$ cat config.mk
export PLATFORM = sky130hd
export DESIGN_NAME = switch_adc_result_config_regs
export DESIGN_NICKNAME = d
export VERILOG_FILES = /design/src/rtl/switch_mon_pkg.sv /design/src/rtl/reg_access_if.sv /design/src/rtl/pin_sync.sv /design/src/rtl/spi_frame_slave.sv /design/src/rtl/switch_adc_result_config_regs.sv
export SDC_FILE = /design/constraint.sdc
export NUM_CORES = 1
export LEC_CHECK = 0
export BUFFER_PORTS_ARGS = -buffer_cell sky130_fd_sc_hd__buf_2
export CORE_ASPECT_RATIO = 0.7
export CORE_MARGIN = 5
export CORE_UTILIZATION = 45
export DETAILED_ROUTE_END_ITERATION = 8
export PLACE_DENSITY = 0.7
export SYNTH_ARGS = -nofsm -noshare
export SYNTH_HDL_FRONTEND = slang
export SYNTH_HIERARCHICAL = 1
export SYNTH_SLANG_ARGS = --single-unit
$ cat constraint.sdc
create_clock -name sys_clk -period 3.8 [get_ports sys_clk]
set_input_delay 1.14 -clock sys_clk [delete_from_list [all_inputs] [get_ports sys_clk]]
set_output_delay 1.14 -clock sys_clk [all_outputs]
set_load 0.03 [all_outputs]
$ cat src/rtl/switch_mon_pkg.sv
// ---------------------------------------------------------------
// Shared constants for the switch monitor register bank
// ---------------------------------------------------------------
package switch_mon_pkg;
   // Serial frame layout: write flag, address, pad, data
   localparam int DATA_W = 24;
   localparam int ADDR_W = 6;
   localparam int FRAME_BITS = 32;
   localparam int HDR_BITS = 8;
   localparam int VAL_W = 10;
   localparam logic [5:0] FRAME_LAST = 6'h20;
   localparam logic [5:0] HDR_LAST = 6'h07;
   localparam logic [5:0] HDR_CNT = 6'h08;
   // Register offsets
   localparam logic [ADDR_W-1:0] OFS_PAIR_HIGH = 6'h15;
   localparam logic [ADDR_W-1:0] OFS_SELFTEST = 6'h16;
   localparam logic [ADDR_W-1:0] OFS_CONFIG = 6'h1a;
   // Reset values
   localparam logic [DATA_W-1:0] RESULT_RST = 24'h000000;
   localparam logic [DATA_W-1:0] CONFIG_RST = 24'h000000;
   localparam logic [3:0] RSVD_ZERO = 4'h0;
   // Result field positions (upper and lower halves)
   localparam int HI_LSB = 10;
   localparam int HI_MSB = 19;
   localparam int LO_MSB = 9;
   localparam int RSVD_LSB = 20;
   // Configuration field positions
   localparam int CFG_DIV_SEL = 23;
   localparam int CFG_SELFTEST = 22;
   localparam int CFG_WET_MSB = 21;
   localparam int CFG_WET_LSB = 18;
   localparam int CFG_SUPPLY_ON = 17;
   localparam int CFG_THERM_SINK = 16;
   localparam int CFG_DEB_MSB = 15;
   localparam int CFG_DEB_LSB = 14;
   localparam int CFG_THERM_SRC = 13;
   localparam int CFG_INT_CFG = 12;
   localparam int CFG_TRIGGER = 11;
   localparam int CFG_POLL_EN = 10;
   localparam int CFG_CRC = 9;
   localparam int CFG_ACT_MSB = 8;
   localparam int CFG_ACT_LSB = 4;
   localparam int CFG_PER_MSB = 3;
   // Supply divider factors
   localparam logic [3:0] DIV_LOW = 4'h3;
   localparam logic [3:0] DIV_HIGH = 4'ha;
   // Wetting current setting codes
   typedef enum logic [2:0] {
      WET_0MA = 3'h0, WET_1MA = 3'h1, WET_2MA = 3'h2,
      WET_5MA = 3'h3, WET_10MA = 3'h4, WET_15MA = 3'h5
   } wet_code_t;
endpackage : switch_mon_pkg

$ cat src/rtl/reg_access_if.sv
`timescale 1ns/1ps
// ---------------------------------------------------------------
// Register access between serial front end and bank
// ---------------------------------------------------------------
interface reg_access_if;
   import switch_mon_pkg::*;
   logic rd_stb; // Read request pulse
   logic wr_stb; // Write request pulse
   logic [ADDR_W-1:0] addr; // Register offset
   logic [DATA_W-1:0] wdata; // Write word
   logic [DATA_W-1:0] rdata; // Read word
   modport master (output rd_stb, wr_stb, addr, wdata, input rdata);
   modport slave (input rd_stb, wr_stb, addr, wdata, output rdata);
endinterface : reg_access_if

$ cat src/rtl/pin_sync.sv
`timescale 1ns/1ps
// ---------------------------------------------------------------
// Two-flop synchroniser for pin inputs
// ---------------------------------------------------------------
module pin_sync #(
   parameter int W = 1,
   parameter logic [W-1:0] RST_VAL = '0
) (
   // Clock and reset
   input wire logic clk,
   input wire logic rst_n,
   // Pins in, synced out
   input wire logic [W-1:0] pin,
   output logic [W-1:0] sync
);
   logic [W-1:0] meta_r; // First stage, read only by second
   // Two stages; the first is never decoded
   always_ff @(posedge clk or negedge rst_n) begin
      if (!rst_n) begin
         meta_r <= RST_VAL;
         sync <= RST_VAL;
      end else begin
         meta_r <= pin;
         sync <= meta_r;
      end
   end
endmodule : pin_sync

$ cat src/rtl/spi_frame_slave.sv
`timescale 1ns/1ps
// ---------------------------------------------------------------
// Serial frame slave: 32-bit frames, mode 0, MSB first
// ---------------------------------------------------------------
module spi_frame_slave
   import switch_mon_pkg::*;
(
   // Clock and reset
   input wire logic sys_clk,
   input wire logic rst_n,
   // Synchronised pins in, data out and its enable
   input wire logic sclk_s,
   input wire logic cs_n_s,
   input wire logic sdi_s,
   output logic sdo,
   output logic sdo_oe,
   // Register side
   reg_access_if.master ra
);
   logic sclk_d_r; // Previous clock level
   logic cs_d_r; // Previous select level
   logic [5:0] cnt_r; // Bits taken in this frame
   logic [FRAME_BITS-1:0] sr_r; // Inbound shift register
   logic [DATA_W-1:0] so_r; // Outbound shift register
   wire active = ~cs_n_s;
   wire rise = sclk_s & ~sclk_d_r;
   wire fall = ~sclk_s & sclk_d_r;
   wire cs_end = cs_n_s & ~cs_d_r;
   // Read once the header minus pad is in and flag says read
   assign ra.rd_stb = active & rise & (cnt_r == HDR_LAST) & ~sr_r[HDR_BITS-2];
   // Write only on a complete frame with the write flag
   assign ra.wr_stb = cs_end & (cnt_r == FRAME_LAST) & sr_r[FRAME_BITS-1];
   assign ra.addr = cs_end ? sr_r[FRAME_BITS-2 -: ADDR_W] : sr_r[ADDR_W-1:0];
   assign ra.wdata = sr_r[DATA_W-1:0];
   assign sdo = so_r[DATA_W-1];
   assign sdo_oe = active;
   // Edge history
   always_ff @(posedge sys_clk or negedge rst_n) begin
      if (!rst_n) begin
         sclk_d_r <= 1'b0;
         cs_d_r <= 1'b1;
      end else begin
         sclk_d_r <= sclk_s;
         cs_d_r <= cs_n_s;
      end
   end
   // Inbound shifting; extra clocks past the frame are ignored
   always_ff @(posedge sys_clk or negedge rst_n) begin
      if (!rst_n) begin
         cnt_r <= '0;
         sr_r <= '0;
      end else if (cs_n_s) begin
         cnt_r <= '0;
      end else if (rise && cnt_r != FRAME_LAST) begin
         cnt_r <= cnt_r + 6'h01;
         sr_r <= {sr_r[FRAME_BITS-2:0], sdi_s};
      end
   end
   // Outbound word loads on the pad bit, shifts on later falls
   always_ff @(posedge sys_clk or negedge rst_n) begin
      if (!rst_n) begin
         so_r <= '0;
      end else if (ra.rd_stb) begin
         so_r <= ra.rdata;
      end else if (cs_n_s) begin
         so_r <= '0;
      end else if (fall && cnt_r > HDR_CNT) begin
         so_r <= {so_r[DATA_W-2:0], 1'b0};
      end
   end
endmodule : spi_frame_slave

$ cat src/rtl/switch_adc_result_config_regs.sv
// Function
// Input 23 result in bits 19-10
// Input 22 result in bits 9-0
// Selftest result in bits 19-10
// Supply measurement in bits 9-0
// Result registers read-only, zero reset, reserved zero
// Bit 23 picks divider three or ten
// Bit 22 enables converter selftest
// Bits 21-18 enable wetting checks inputs 3-0
// Reduction lowers 10/15 mA to 2 mA
// Configuration read/write, resets to zero
// Remaining configuration fields at fixed positions
// Host reaches registers with 24-bit serial words

`timescale 1ns/1ps
module switch_adc_result_config_regs
   import switch_mon_pkg::*;
#(
   parameter int NUM_INPUTS = 24
) (
   // Clock and reset
   input wire logic sys_clk,
   input wire logic rst_n,

   // Serial pins
   input wire logic spi_sclk,
   input wire logic spi_cs_n,
   input wire logic spi_sdi,
   output logic spi_sdo,
   output logic spi_sdo_oe,

   // Converter results with one-cycle valid strobes
   input wire logic [VAL_W-1:0] switch_input_23_value,
   input wire logic in23_valid,
   input wire logic [VAL_W-1:0] switch_input_22_value,
   input wire logic in22_valid,
   input wire logic [VAL_W-1:0] converter_selftest_value,
   input wire logic selftest_valid,
   input wire logic [VAL_W-1:0] supply_measure_value,
   input wire logic supply_valid,

   // Wetting current reduction
   input wire logic wet_reduce_on,
   input wire logic [3*NUM_INPUTS-1:0] wet_setting,
   output logic [3*NUM_INPUTS-1:0] wet_current_eff,

   // Configuration outputs
   output logic supply_divider_select,
   output logic [3:0] supply_divide_factor,
   output logic converter_selftest_on,
   output logic [3:0] wetting_check_on,
   output logic supply_measure_on,
   output logic thermal_current_cut_sink,
   output logic [1:0] debounce_count_sel,
   output logic thermal_current_cut_source,
   output logic int_config,
   output logic trigger,
   output logic poll_en,
   output logic crc_on,
   output logic [4:0] sampling_active_duration,
   output logic [3:0] poll_period
);

   // ---------------------------------------------------------------
   // Pin synchronisers and serial front end
   // ---------------------------------------------------------------
   logic [2:0] pins_s; // Synced clock, select, data
   reg_access_if ra (); // Strobes and words between front end and bank
   // All three pins share one synchroniser, so their relative
   // timing is kept; idle levels are clock low, not selected
   pin_sync #(.W(3), .RST_VAL(3'h2)) u_sync (
      .clk (sys_clk),
      .rst_n (rst_n),
      .pin ({spi_sclk, spi_cs_n, spi_sdi}),
      .sync (pins_s)
   );

   // Frame decode and the outbound shifter; only strobes and
   // words and the offset cross into the bank below
   spi_frame_slave u_spi (
      .sys_clk (sys_clk),
      .rst_n (rst_n),
      .sclk_s (pins_s[2]),
      .cs_n_s (pins_s[1]),
      .sdi_s (pins_s[0]),
      .sdo (spi_sdo),
      .sdo_oe (spi_sdo_oe),
      .ra (ra.master)
   );

   // ---------------------------------------------------------------
   // Register storage
   // ---------------------------------------------------------------
   // Only the 10-bit result fields are stored; reserved bits are tied
   // to zero in the read words and cost no flip-flops
   logic [VAL_W-1:0] in23_r; // Upper half of pair result
   logic [VAL_W-1:0] in22_r; // Lower half of pair result
   logic [VAL_W-1:0] selftest_r; // Upper half of diag result
   logic [VAL_W-1:0] supply_r; // Lower half of diag result
   // Configuration kept whole, so readback is a plain select
   logic [DATA_W-1:0] cfg_r; // Configuration word

   // ---------------------------------------------------------------
   // Address decode and read mux
   // ---------------------------------------------------------------
   // Full offset compare with no aliases; a stray offset reads
   // zero and a write to it is simply lost
   wire hit_pair = (ra.addr == OFS_PAIR_HIGH);
   wire hit_diag = (ra.addr == OFS_SELFTEST);
   wire hit_cfg = (ra.addr == OFS_CONFIG);
   // Writes reach only the configuration word
   wire cfg_we = ra.wr_stb & hit_cfg;

   // Reserved bits are hard zeros, not storage
   wire [DATA_W-1:0] pair_word = {RSVD_ZERO, in23_r, in22_r};
   wire [DATA_W-1:0] diag_word = {RSVD_ZERO, selftest_r, supply_r};

   // Read words are plain selects, ready on the strobe's own edge
   // Unmapped offsets read as zero
   assign ra.rdata = hit_pair ? pair_word :
                     hit_diag ? diag_word :
                     hit_cfg ? cfg_r : RESULT_RST;

   // ---------------------------------------------------------------
   // Result capture; host writes never reach these
   // ---------------------------------------------------------------
   // Values and strobes come from the converter on this clock,
   // so they are used directly with no synchroniser
   // Input pair results follow the converter strobes
   always_ff @(posedge sys_clk or negedge rst_n) begin
      if (!rst_n) begin
         in23_r <= '0;
         in22_r <= '0;
      end else begin
         if (in23_valid) begin
            in23_r <= switch_input_23_value;
         end
         if (in22_valid) begin
            in22_r <= switch_input_22_value;
         end
      end
   end

   // Diagnostic results only update while their function is on,
   // so a stale strobe cannot overwrite a meaningful value
   always_ff @(posedge sys_clk or negedge rst_n) begin
      if (!rst_n) begin
         selftest_r <= '0;
         supply_r <= '0;
      end else begin
         if (selftest_valid && converter_selftest_on) begin
            selftest_r <= converter_selftest_value;
         end
         if (supply_valid && supply_measure_on) begin
            supply_r <= supply_measure_value;
         end
      end
   end

   // ---------------------------------------------------------------
   // Configuration register
   // ---------------------------------------------------------------
   // Whole word written at once; every bit is read/write
   // A short or cut frame never raises the write strobe, so a
   // half-shifted word cannot land here
   // Reset leaves every option off or at its zero setting
   always_ff @(posedge sys_clk or negedge rst_n) begin
      if (!rst_n) begin
         cfg_r <= CONFIG_RST;
      end else if (cfg_we) begin
         cfg_r <= ra.wdata;
      end
   end

   // ---------------------------------------------------------------
   // Configuration field outputs
   // ---------------------------------------------------------------
   // Every field but the divide factor is a level straight from the register
   // Supply divider and converter selftest controls
   assign supply_divider_select = cfg_r[CFG_DIV_SEL];
   assign supply_divide_factor = cfg_r[CFG_DIV_SEL] ? DIV_HIGH : DIV_LOW;
   assign converter_selftest_on = cfg_r[CFG_SELFTEST];

   // Index 3 is bit 21 down to index 0 at bit 18
   assign wetting_check_on = cfg_r[CFG_WET_MSB:CFG_WET_LSB];

   // Supply, thermal and debounce controls
   assign supply_measure_on = cfg_r[CFG_SUPPLY_ON];
   assign thermal_current_cut_sink = cfg_r[CFG_THERM_SINK];
   assign debounce_count_sel = cfg_r[CFG_DEB_MSB:CFG_DEB_LSB];
   assign thermal_current_cut_source = cfg_r[CFG_THERM_SRC];

   // Interrupt, trigger, polling and checksum controls
   assign int_config = cfg_r[CFG_INT_CFG];
   assign trigger = cfg_r[CFG_TRIGGER];
   assign poll_en = cfg_r[CFG_POLL_EN];
   assign crc_on = cfg_r[CFG_CRC];
   assign sampling_active_duration = cfg_r[CFG_ACT_MSB:CFG_ACT_LSB];
   assign poll_period = cfg_r[CFG_PER_MSB:0];

   // ---------------------------------------------------------------
   // Wetting current reduction
   // ---------------------------------------------------------------
   // A function, as every input shares the same decode
   // High settings drop to 2 mA; lower settings are untouched
   function automatic logic [2:0] wet_reduce(input logic [2:0] code, input logic en);
      if (en && (code == WET_10MA || code == WET_15MA)) begin
         return WET_2MA;
      end
      return code;
   endfunction : wet_reduce
   logic [3*NUM_INPUTS-1:0] wet_eff_nxt; // Reduced codes before the register
   // One decode per input, all sharing the same enable
   for (genvar i = 0; i < NUM_INPUTS; i++) begin : g_wet
      assign wet_eff_nxt[3*i +: 3] = wet_reduce(wet_setting[3*i +: 3], wet_reduce_on);
   end
   // Registered so the current drivers never see a decode glitch;
   // the price is one cycle of lag after a setting change
   always_ff @(posedge sys_clk or negedge rst_n) begin
      if (!rst_n) begin
         wet_current_eff <= '0; // All inputs at 0 mA
      end else begin
         wet_current_eff <= wet_eff_nxt;
      end
   end
endmodule : switch_adc_result_config_regs

==> Yosys cells after proc, flatten, opt, wreduce, memory -nomap -nowiden <==
Index checks and enable logic that the tools add are counted.
{ "totals": {"out_inout_bits": 102, "input_bits": 122, "wordCells": 220, "regBits": 206} }
{ "op_classes": {"n_eq_ne": 54, "n_mux": 82, "n_addsub": 1, "bitwise": 14, "n_lt_le_gt_ge": 1, "n_reduce_logical": 55} }
{ "op_table": {"columns": ["op", "count"], "rows": [
  ["3-bit == test (second input constant)", 48],
  ["24-bit two-way mux", 6],
  ["3-bit two-way mux", 48],
  ["1-bit logical AND", 28],
  ["1-bit logical OR", 24],
  ["1-bit two-way mux", 24],
  ["6-bit by 5-bit == test with 1-bit output (second input constant)", 3],
  ["6-bit two-way mux", 3],
  ["1-bit AND", 9],
  ["6-bit by 1-bit adder with 6-bit output (second input constant)", 1],
  ["6-bit by 3-bit == test with 1-bit output (second input constant)", 1],
  ["6-bit == test (second input constant)", 1],
  ["6-bit by 4-bit greater-than comparator with 1-bit output (second input constant)", 1],
  ["6-bit inequality test (second input constant)", 1],
  ["1-bit inverter", 5],
  ["4-bit two-way mux", 1],
  ["3-bit nonzero test", 1],
  ["2-bit AND reduction", 1],
  ["2-bit nonzero test", 1]
]} }

==> Longest topological paths before layout <==
Gate-level depths: netlist of the first run.
{ "logic_depth": {"word_depth": 8, "depth_mapped": 11, "ltp_nobuf": 7} }

==> Cells and area by module <==
The synthesis of the first run kept the hierarchy.
{ "modules_own_cells": {"columns": ["mod", "cells_each", "area_each_um2", "instances", "seq_area_each_um2"], "rows": [
  ["switch_adc_result_config_regs", 379, 5430.2, 1, 3403.3],
  ["spi_frame_slave", 249, 3149.3, 1, 1602.8],
  ["pin_sync", 6, 152.6, 1, 152.6]
]} }

==> Least setup slack after synthesis of the first run <==
Ideal clock, no wire load.
{ "synth_path": {"kind": "register to register", "start": "reg u_sync.sync[1]", "end": "reg cfg_r[10]", "arrival_time_ns": 2.336, "path_buffers": 4, "synth_period_minus_slack_ns": 2.461, "path_stages_with_launch": 10, "required_ns": 3.675, "setup_slack_ns": 1.339, "setup_time_ns": 0.125, "cell_sequence": "dfstp_2 > clkbuf_1 > nand2b_1 > clkbuf_1 > mux2_2 > and4bb_1 > and3_1 > buf_6 > buf_12 > mux2_4"} }
{ "synth_between": {"elab_chain_cells": 4, "elab_cells_between_ends": 6, "cone_classes": "eq/ne: 1; mux: 1; bitwise: 4"} }
{ "synth_rtl": {"columns": ["item", "line_no", "rtl"], "rows": [
  ["from (decl)", "pin_sync.sv:14", "output logic [W-1:0] sync"],
  ["from (signal assigned)", "pin_sync.sv:24", "sync <= meta_r;"],
  ["1-bit AND", "spi_frame_slave.sv:28", "wire cs_end = cs_n_s & ~cs_d_r;"],
  ["6-bit two-way mux", "spi_frame_slave.sv:33", "assign ra.addr = cs_end ? sr_r[FRAME_BITS-2 -: ADDR_W] : sr_r[ADDR_W-1:0];"],
  ["via ra.addr[5]", "reg_access_if.sv:9", "logic [ADDR_W-1:0] addr;"],
  ["6-bit by 5-bit == test with 1-bit output", "switch_adc_result_config_regs.sv:110", "wire hit_cfg = (ra.addr == OFS_CONFIG);"],
  ["1-bit AND", "switch_adc_result_config_regs.sv:112", "wire cfg_we = ra.wr_stb & hit_cfg;"],
  ["to (signal assigned)", "switch_adc_result_config_regs.sv:171", "cfg_r <= ra.wdata;"],
  ["to (decl)", "switch_adc_result_config_regs.sv:101", "logic [DATA_W-1:0] cfg_r;"]
]} }
The timed path passes the listed nets, and every way through them passes these cells.
A chain may end at the register's enable or synchronous reset.

==> Worst setup path after layout of the first run <==
{ "layout_path": {"start": "reg u_sync.sync[1]", "end": "reg cfg_r[3]"} }
The elaborated chain is that of the path after synthesis.

==> reports/results.tsv, run 1 <==
stage	metric	value	unit
setup_path	Register-to-Register Path Depth	6	
clocking	maximum clock insertion buffer count	3	
global_routing	aggregate global-route resource usage	18.2	%
logic_synthesis	Post-synth top cells	sky130_fd_sc_hd__dfrtp_1 (203), sky130_fd_sc_hd__mux2_2 (52), sky130_fd_sc_hd__mux2_4 (50), sky130_fd_sc_hd__nor2b_1 (40), sky130_fd_sc_hd__nand2_1 (38)	
die	placeable core region	19000	sq um
setup_path	startpoint of the lowest-slack register-to-register path	u_sync/sync[1]	
clocking	Inserted Clock Buffers	21	
logic_synthesis	number of nets produced by synthesis	758	
die	Die Footprint	22300	sq um
setup_path	CP cell instances	nand2b_1 -> mux2_2 -> nor2b_4 -> and3_1 -> buf_4 -> mux2_2	
layout	area grow syn2layout	20.6	%
logic_synthesis	dominant synthesized flop cell	sky130_fd_sc_hd__dfrtp_1	
sta	Final Max Tran Viols	0	
placed_design	Final HPWL DP	15200	um
sta	Final period util	74.6	%
setup_path	category of the critical setup timing path	reg2reg	
clocking	Post-CTS Setup Inserts	0	
drt	routed vias	5511	
logic_synthesis	most used standard cell by instance count after synthesis	sky130_fd_sc_hd__dfrtp_1	
sta	Final TNS setup	0	ns
drt	count of nets left with antenna violations after detail routing	0	
sta	Fin. Hold Viols	0	
logic_synthesis	largest cells by area after synthesis	sky130_fd_sc_hd__dfrtp_1 (58%), sky130_fd_sc_hd__mux2_4 (8.6%), sky130_fd_sc_hd__mux2_2 (6.7%)	
run	number of max-cap violations	0	
drt	routed wire length	20400	um
logic_synthesis	fraction of registers with async set or reset after synthesis	100	%
global_routing	remaining global-route overflow	0	
logic_synthesis	top cell type's share of synthesized area	58.2	%
setup_path	flop-to-flop setup slack	0.97	ns
placed_design	placed cell areas	9800	sq um
setup_path	maximum fanout encountered on the critical timing path	25	
sta	number of failing setup endpoints in the final timing report	0	
sta	Worst Tran Pin Value	0.907	ns
layout	proportion of layout cells with a drive suffix above 1	44.7	%
logic_synthesis	Netlist Area Pre-Place	8730	sq um
setup_path	endpoint of the worst setup timing path	cfg_r[3]	
global_routing	initial antenna violation count	8	
placed_design	number of buffers added on ports	221	
placed_design	routability congestion estimate	0.827	
logic_synthesis	mean instance size in the synthesized netlist	13.8	sq um
layout	Post-layout nets	951	
power	leakage dissipation	5.13	nW
clocking	CTS H-tree depth	1	
clocking	number of instances resized during post-cts repair	0	
die	Chip Height	127	um
clocking	Sink Count	206	
sta	worst slew slack as a fraction of its limit	39.3	%
logic_synthesis	distinct cell type count of the synthesized netlist	41	
run_status	result of the run	complete, no violations	
logic_synthesis	largest area contributor in the synthesized netlist	sky130_fd_sc_hd__dfrtp_1	
logic_synthesis	Yosys reg bits	206	
layout	multi-input combinational cell area	3090	sq um
drt	starting DRC count in detailed routing	298	
sta	Fin Clk Skew	0.0162	ns
setup_path	Crit path top cell by count	sky130_fd_sc_hd__mux2_2	
clocking	Post-CTS Hold Fix Bufs	0	
die	number of top-level design ports	224	
logic_synthesis	number of synthesized flops with an enable pin	0	
setup_path	required time of the critical path	4.18	ns
global_routing	global-route wire length before repair	32200	um
global_routing	via count of the first global-routing pass	5771	
power	total power density per cell area	487	nW/um^2
die	die width	176	um
sta	crit path time final	2.83	ns
global_routing	largest net degree at the start of global routing	76	
logic_synthesis	proportion of synthesized chip area in sequential cells	59.1	%
setup_path	critical path data arrival time	3.21	ns
power	total chip power	5.12	mW
power	highest ir drop seen on vdd	0.000328	V
layout	Layout fillers	1576	
drt	number of iterations in the first detailed-routing pass	4	
drt	DRC violation count after routing	0	
die	effective utilization at floorplan	46.0	%
worst_hold_path	HP Class	reg2reg	
logic_synthesis	Syn Inst Count	634	
sta	unrepaired setup endpoints after global routing	no	
setup_path	CP Capture Type	flip-flop	
logic_synthesis	Ys Warns	6	
setup_path	type of element launching the critical path	flip-flop	
clocking	clock latency on the worst-skew pair	0.49	ns
layout	total non-filler cell area in the finished layout	10500	sq um
drt	via count normalized by instance count	4.98	
clocking	TritonCTS clock tree	yes	
setup_path	Critical Path Max Stage Delay	0.66	ns
clocking	clock root buffer	sky130_fd_sc_hd__clkbuf_16	
sta	highest clock frequency the design can meet	0.353	GHz
clocking	clock slew at reported path FFs	0.06	ns
drt	average routed wire per standard cell	18.5	um
layout	Sequential Area	5160	sq um
setup_path	Worst R2R End	cfg_r[3]	
setup_path	slowest cell on the critical path	sky130_fd_sc_hd__dfstp_2	
die	number of core rows	42	
setup_path	Critical path origin	u_sync/sync[1]	
## state kept, by name, indices dropped and copies added, names as in the netlist
register and count:
u_spi/sr_r 32, u_sync/meta_r 3, in23_r 10, supply_r 10, cfg_r 24, u_spi/cs_d_r 1, u_spi/so_r 24, u_sync/sync 3
u_spi/cnt_r 6, wet_current_eff 72, selftest_r 10, u_spi/sclk_d_r 1, in22_r 10
## kinds of logic (layout without fill, tap and decap cells)
family	after synthesis	after routing	synth area share, %
muxes	126	126	18.1
adders and majority gates	2	2	0.287
DFF	206	206	59.1
xor gates and xnor gates	4	4	0.401
other	2	3	0.0860
buffers and inverters	69	276	5.56
and+or+nand+nor	110	110	7.06
AOI/OAI and AO/OA	115	115	9.47
## final cells by class
| type | instances | area share, % |
|---|---|---|
| multi-input combinational | 359 | 29.3 |
| antenna | 1 | 0.0238 |
| clock inverter | 9 | 1.19 |
| clock buffer | 28 | 5.71 |
| timing repair buffer | 229 | 11.3 |
| sequential | 206 | 49.0 |
| tap | 264 | 3.14 |
| inverter | 10 | 0.356 |
## metal layers
metal | vias to the layer above | wire, um | track usage (%)
met3 | 38 | 2430 | 9.64
met5 | - | 100 | 0
met4 | 14 | 272 | 3.14
met1 | 2713 | 9050 | 25.7
met2 | 177 | 8590 | 25.4
li1 | 2569 | - | -
## worst min-delay path by stage
stage,startpoint,endpoint,cells after the start
floorplan,u_sync/meta_r[0],u_sync/sync[0],0
global placement,u_sync/meta_r[2],u_sync/sync[2],0
detailed placement,u_sync/meta_r[2],u_sync/sync[2],0
CTS,u_sync/meta_r[2],u_sync/sync[2],0
global route,u_sync/meta_r[2],u_sync/sync[2],0
finish,u_sync/meta_r[2],u_sync/sync[2],0
## power by group
part           internal [mW]  switching [mW]
Combinational          0.235           0.350
Clock                   1.32           0.836
Sequential              2.31          0.0778
Total                   3.86            1.26
## layout by cell type (no fill, tap or decap), types with 3 or more instances in the layout
cell,count
sky130_fd_sc_hd__buf_2,220
sky130_fd_sc_hd__and3_1,7
sky130_fd_sc_hd__mux2i_1,24
sky130_fd_sc_hd__o2bb2ai_1,20
sky130_fd_sc_hd__a22oi_1,20
sky130_fd_sc_hd__nand2_1,38
sky130_fd_sc_hd__dfrtp_1,203
sky130_fd_sc_hd__clkinv_2,4
sky130_fd_sc_hd__clkbuf_8,6
sky130_fd_sc_hd__a21boi_0,24
sky130_fd_sc_hd__mux2_2,52
sky130_fd_sc_hd__a21o_1,20
sky130_fd_sc_hd__dfstp_2,3
sky130_fd_sc_hd__nor2b_1,40
sky130_fd_sc_hd__buf_4,7
sky130_fd_sc_hd__mux2_4,50
sky130_fd_sc_hd__o21ai_1,11
sky130_fd_sc_hd__clkbuf_16,21
sky130_fd_sc_hd__bufinv_16,3
sky130_fd_sc_hd__nor2_1,8
sky130_fd_sc_hd__inv_1,10
sky130_fd_sc_hd__o21ai_0,13
sky130_fd_sc_hd__o21a_1,5
## worst max-delay path, delay by kind of cell, from the launching register on
| kind | cells | cell delay [ns] |
|---|---|---|
| multiplexers | 2 | 0.74 |
| AND/OR/NAND/NOR | 3 | 0.94 |
| buffers and inverters | 1 | 0.37 |
| flip-flops | 1 | 0.66 |
## per-stage QoR
step | std cells | setup slack [ns] | utilization, % | hold slack [ns]
floorplan | 634 | 1.34 | - | 0.331
global placement | 1068 | 1.03 | 51.7 | 0.337
detailed placement | 1068 | 0.964 | 51.7 | 0.337
CTS | 1105 | 0.951 | 55.5 | 0.351
global route | 1106 | 0.770 | 55.5 | 0.356
finish | 1106 | 0.965 | 55.5 | 0.347
No activity file was read; power rests on OpenSTA's default activity.
==> inputs of run 2 (changes only) <==
==> constraint.sdc (replaced) <==
create_clock -name sys_clk -period 2.8 [get_ports sys_clk]
set_input_delay 0.84 -clock sys_clk [delete_from_list [all_inputs] [get_ports sys_clk]]
set_output_delay 0.84 -clock sys_clk [all_outputs]
set_load 0.03 [all_outputs]
==> reports/results.tsv, run 2 (same netlist as run 1, synthesis figures left out) <==
stage	metric	value	unit	change
layout	top flop regs	wet_current_eff x72, u_spi/sr_r x32		
setup_path	CP Capture Type	flip-flop		
global_routing	remaining global-route overflow	0		unchanged
clocking	Post-CTS Setup Inserts	0		unchanged
clocking	Sink Count	206		unchanged
die	number of core rows	42		unchanged
sta	Final Max Tran Viols	0		unchanged
die	Chip Height	127	um	unchanged
drt	via count normalized by instance count	5.05		+1.3%
layout	leading cell type in the layout, fill and taps excluded	sky130_fd_sc_hd__buf_2		
layout	most frequent cells in the layout	sky130_fd_sc_hd__buf_2 (220), sky130_fd_sc_hd__dfrtp_1 (203), sky130_fd_sc_hd__mux2_2 (52), sky130_fd_sc_hd__mux2_4 (50), sky130_fd_sc_hd__nor2b_1 (40)		
sta	Worst Tran Pin Value	0.613	ns	-0.294 ns
clocking	number of instances resized during post-cts repair	0		unchanged
drt	routed wire length	21100	um	+3.3%
power	leakage dissipation	5.20	nW	+1.2%
power	total power density per cell area	675	nW/um^2	+39%
global_routing	via count of the first global-routing pass	5985		+3.7%
sta	Final period util	87.8	%	+13 points
clocking	clock latency on the worst-skew pair	0.49	ns	about the same
layout	Layout fillers	1570		-0.38%
setup_path	required time of the critical path	3.18	ns	-1.00 ns
setup_path	type of element launching the critical path	flip-flop		
global_routing	global-route wire length before repair	33500	um	+3.9%
sta	unrepaired setup endpoints after global routing	no		
setup_path	Register-to-Register Path Depth	6		unchanged
clocking	TritonCTS clock tree	yes		
die	die width	176	um	unchanged
layout	register with the highest flop count	wet_current_eff		
drt	count of nets left with antenna violations after detail routing	0		unchanged
setup_path	flop-to-flop setup slack	0.34	ns	-0.62 ns
power	total chip power	7.22	mW	+41%
run	number of max-cap violations	0		unchanged
drt	routed vias	5619		+2.0%
placed_design	number of instances in the placed design	1073		+0.47%
clocking	Inserted Clock Buffers	21		unchanged
setup_path	Critical path origin	u_spi/cs_d_r		
clocking	clock root buffer	sky130_fd_sc_hd__clkbuf_16		
worst_hold_path	HP Class	in2async		
layout	area grow syn2layout	22.5	%	
sta	worst slew slack as a fraction of its limit	59.1	%	+20 points
sta	number of failing setup endpoints in the final timing report	0		unchanged
sta	crit path time final	2.46	ns	-0.378 ns
global_routing	initial antenna violation count	12		+4
power	highest ir drop seen on vdd	0.000352	V	+7.3%
sta	highest clock frequency the design can meet	0.407	GHz	+15%
sta	Final TNS setup	0	ns	unchanged
die	Die Footprint	22300	sq um	unchanged
drt	starting DRC count in detailed routing	320		+7.4%
layout	non-filler instance count after layout	1113		+0.63%
clocking	maximum clock insertion buffer count	3		unchanged
drt	average routed wire per standard cell	19.0	um	+2.7%
placed_design	number of buffers added on ports	221		unchanged
setup_path	endpoint of the worst setup timing path	cfg_r[3]		
layout	final standard cell utilization of the core	56.4	%	+0.88 points
setup_path	startpoint of the lowest-slack register-to-register path	u_spi/cs_d_r		
clocking	Post-CTS Hold Fix Bufs	0		unchanged
placed_design	Final HPWL DP	15600	um	+3.0%
layout	proportion of layout cells with a drive suffix above 1	45.2	%	+0.51 points
global_routing	aggregate global-route resource usage	18.8	%	+0.62 points
die	number of top-level design ports	224		unchanged
placed_design	placed cell areas	9890	sq um	+0.89%
drt	number of iterations in the first detailed-routing pass	4		unchanged
setup_path	category of the critical setup timing path	reg2reg		
sta	Fin. Hold Viols	0		unchanged
clocking	CTS H-tree depth	1		unchanged
placed_design	routability congestion estimate	0.838		+1.3%
setup_path	critical path data arrival time	2.84	ns	-0.37 ns
die	effective utilization at floorplan	46.0	%	unchanged
run_status	result of the run	complete, no violations		
global_routing	largest net degree at the start of global routing	67		-12%
die	placeable core region	19000	sq um	unchanged
drt	DRC violation count after routing	0		unchanged
sta	Fin Clk Skew	0.0136	ns	-0.00262 ns
setup_path	Worst R2R End	cfg_r[3]		
setup_path	maximum fanout encountered on the critical timing path	24		-4.0%
layout	max FFs per register	72		unchanged
clocking	clock slew at reported path FFs	0.06	ns	about the same
layout	Post-layout nets	956		+0.53%
layout	total non-filler cell area in the finished layout	10700	sq um	+1.6%
run 2: stage by stage:
step,setup WS (ns),hold WS (ns)
6_report,0.343,0.275
3_5_place_dp,0.362,0.336
5_1_grt,0.232,0.287
3_3_place_gp,0.407,0.335
2_1_floorplan,0.339,0.331
4_1_cts,0.349,0.278
run 2: worst min-delay path by stage:
stage,start,slack (ns),to
floorplan,u_sync/meta_r[0],0.33,u_sync/sync[0]
global placement,u_sync/meta_r[2],0.33,u_sync/sync[2]
detailed placement,u_sync/meta_r[0],0.34,u_sync/sync[0]
CTS,rst_n,0.28,u_spi/sr_r[11]
global route,rst_n,0.29,cfg_r[7]
finish,rst_n,0.28,cfg_r[7]
run 2: where the power goes:
part	switching, mW	internal [mW]	leakage (nW)
sequential	0.105	3.13	2.64
combinational	0.479	0.336	2.18
clock	1.18	1.99	0.379
run 2: routing by layer:
layer  wire [um]  vias to the layer above  track usage (%)
met3        2610                       53             10.4
met4         427                       20             3.68
met1        8940                     2785             25.4
met5         136                        -                0
met2        9020                      176             27.1
li1            -                     2585                -
run 2: layout make-up:
| type | instances | area (sq um) | share of cell area [%] |
|---|---|---|---|
| clock buffers | 27 | 598 | 5.59 |
| repair buffers | 234 | 1270 | 11.9 |
| flip-flops and latches | 206 | 5160 | 48.2 |
| multi-input cells | 359 | 3090 | 28.9 |
| inverters | 10 | 37.5 | 0.351 |
| clock inverters | 11 | 205 | 1.92 |
| diodes | 2 | 5.00 | 0.0468 |
| well taps | 264 | 330 | 3.09 |
run 2: critical path, stage by stage, from the launching register on:
cell                       delay, ns
sky130_fd_sc_hd__dfstp_2        0.52
sky130_fd_sc_hd__nand2b_1       0.27
sky130_fd_sc_hd__mux2_2         0.41
sky130_fd_sc_hd__nor2b_4        0.32
sky130_fd_sc_hd__and3_1         0.26
sky130_fd_sc_hd__buf_12         0.22
sky130_fd_sc_hd__mux2_2         0.35
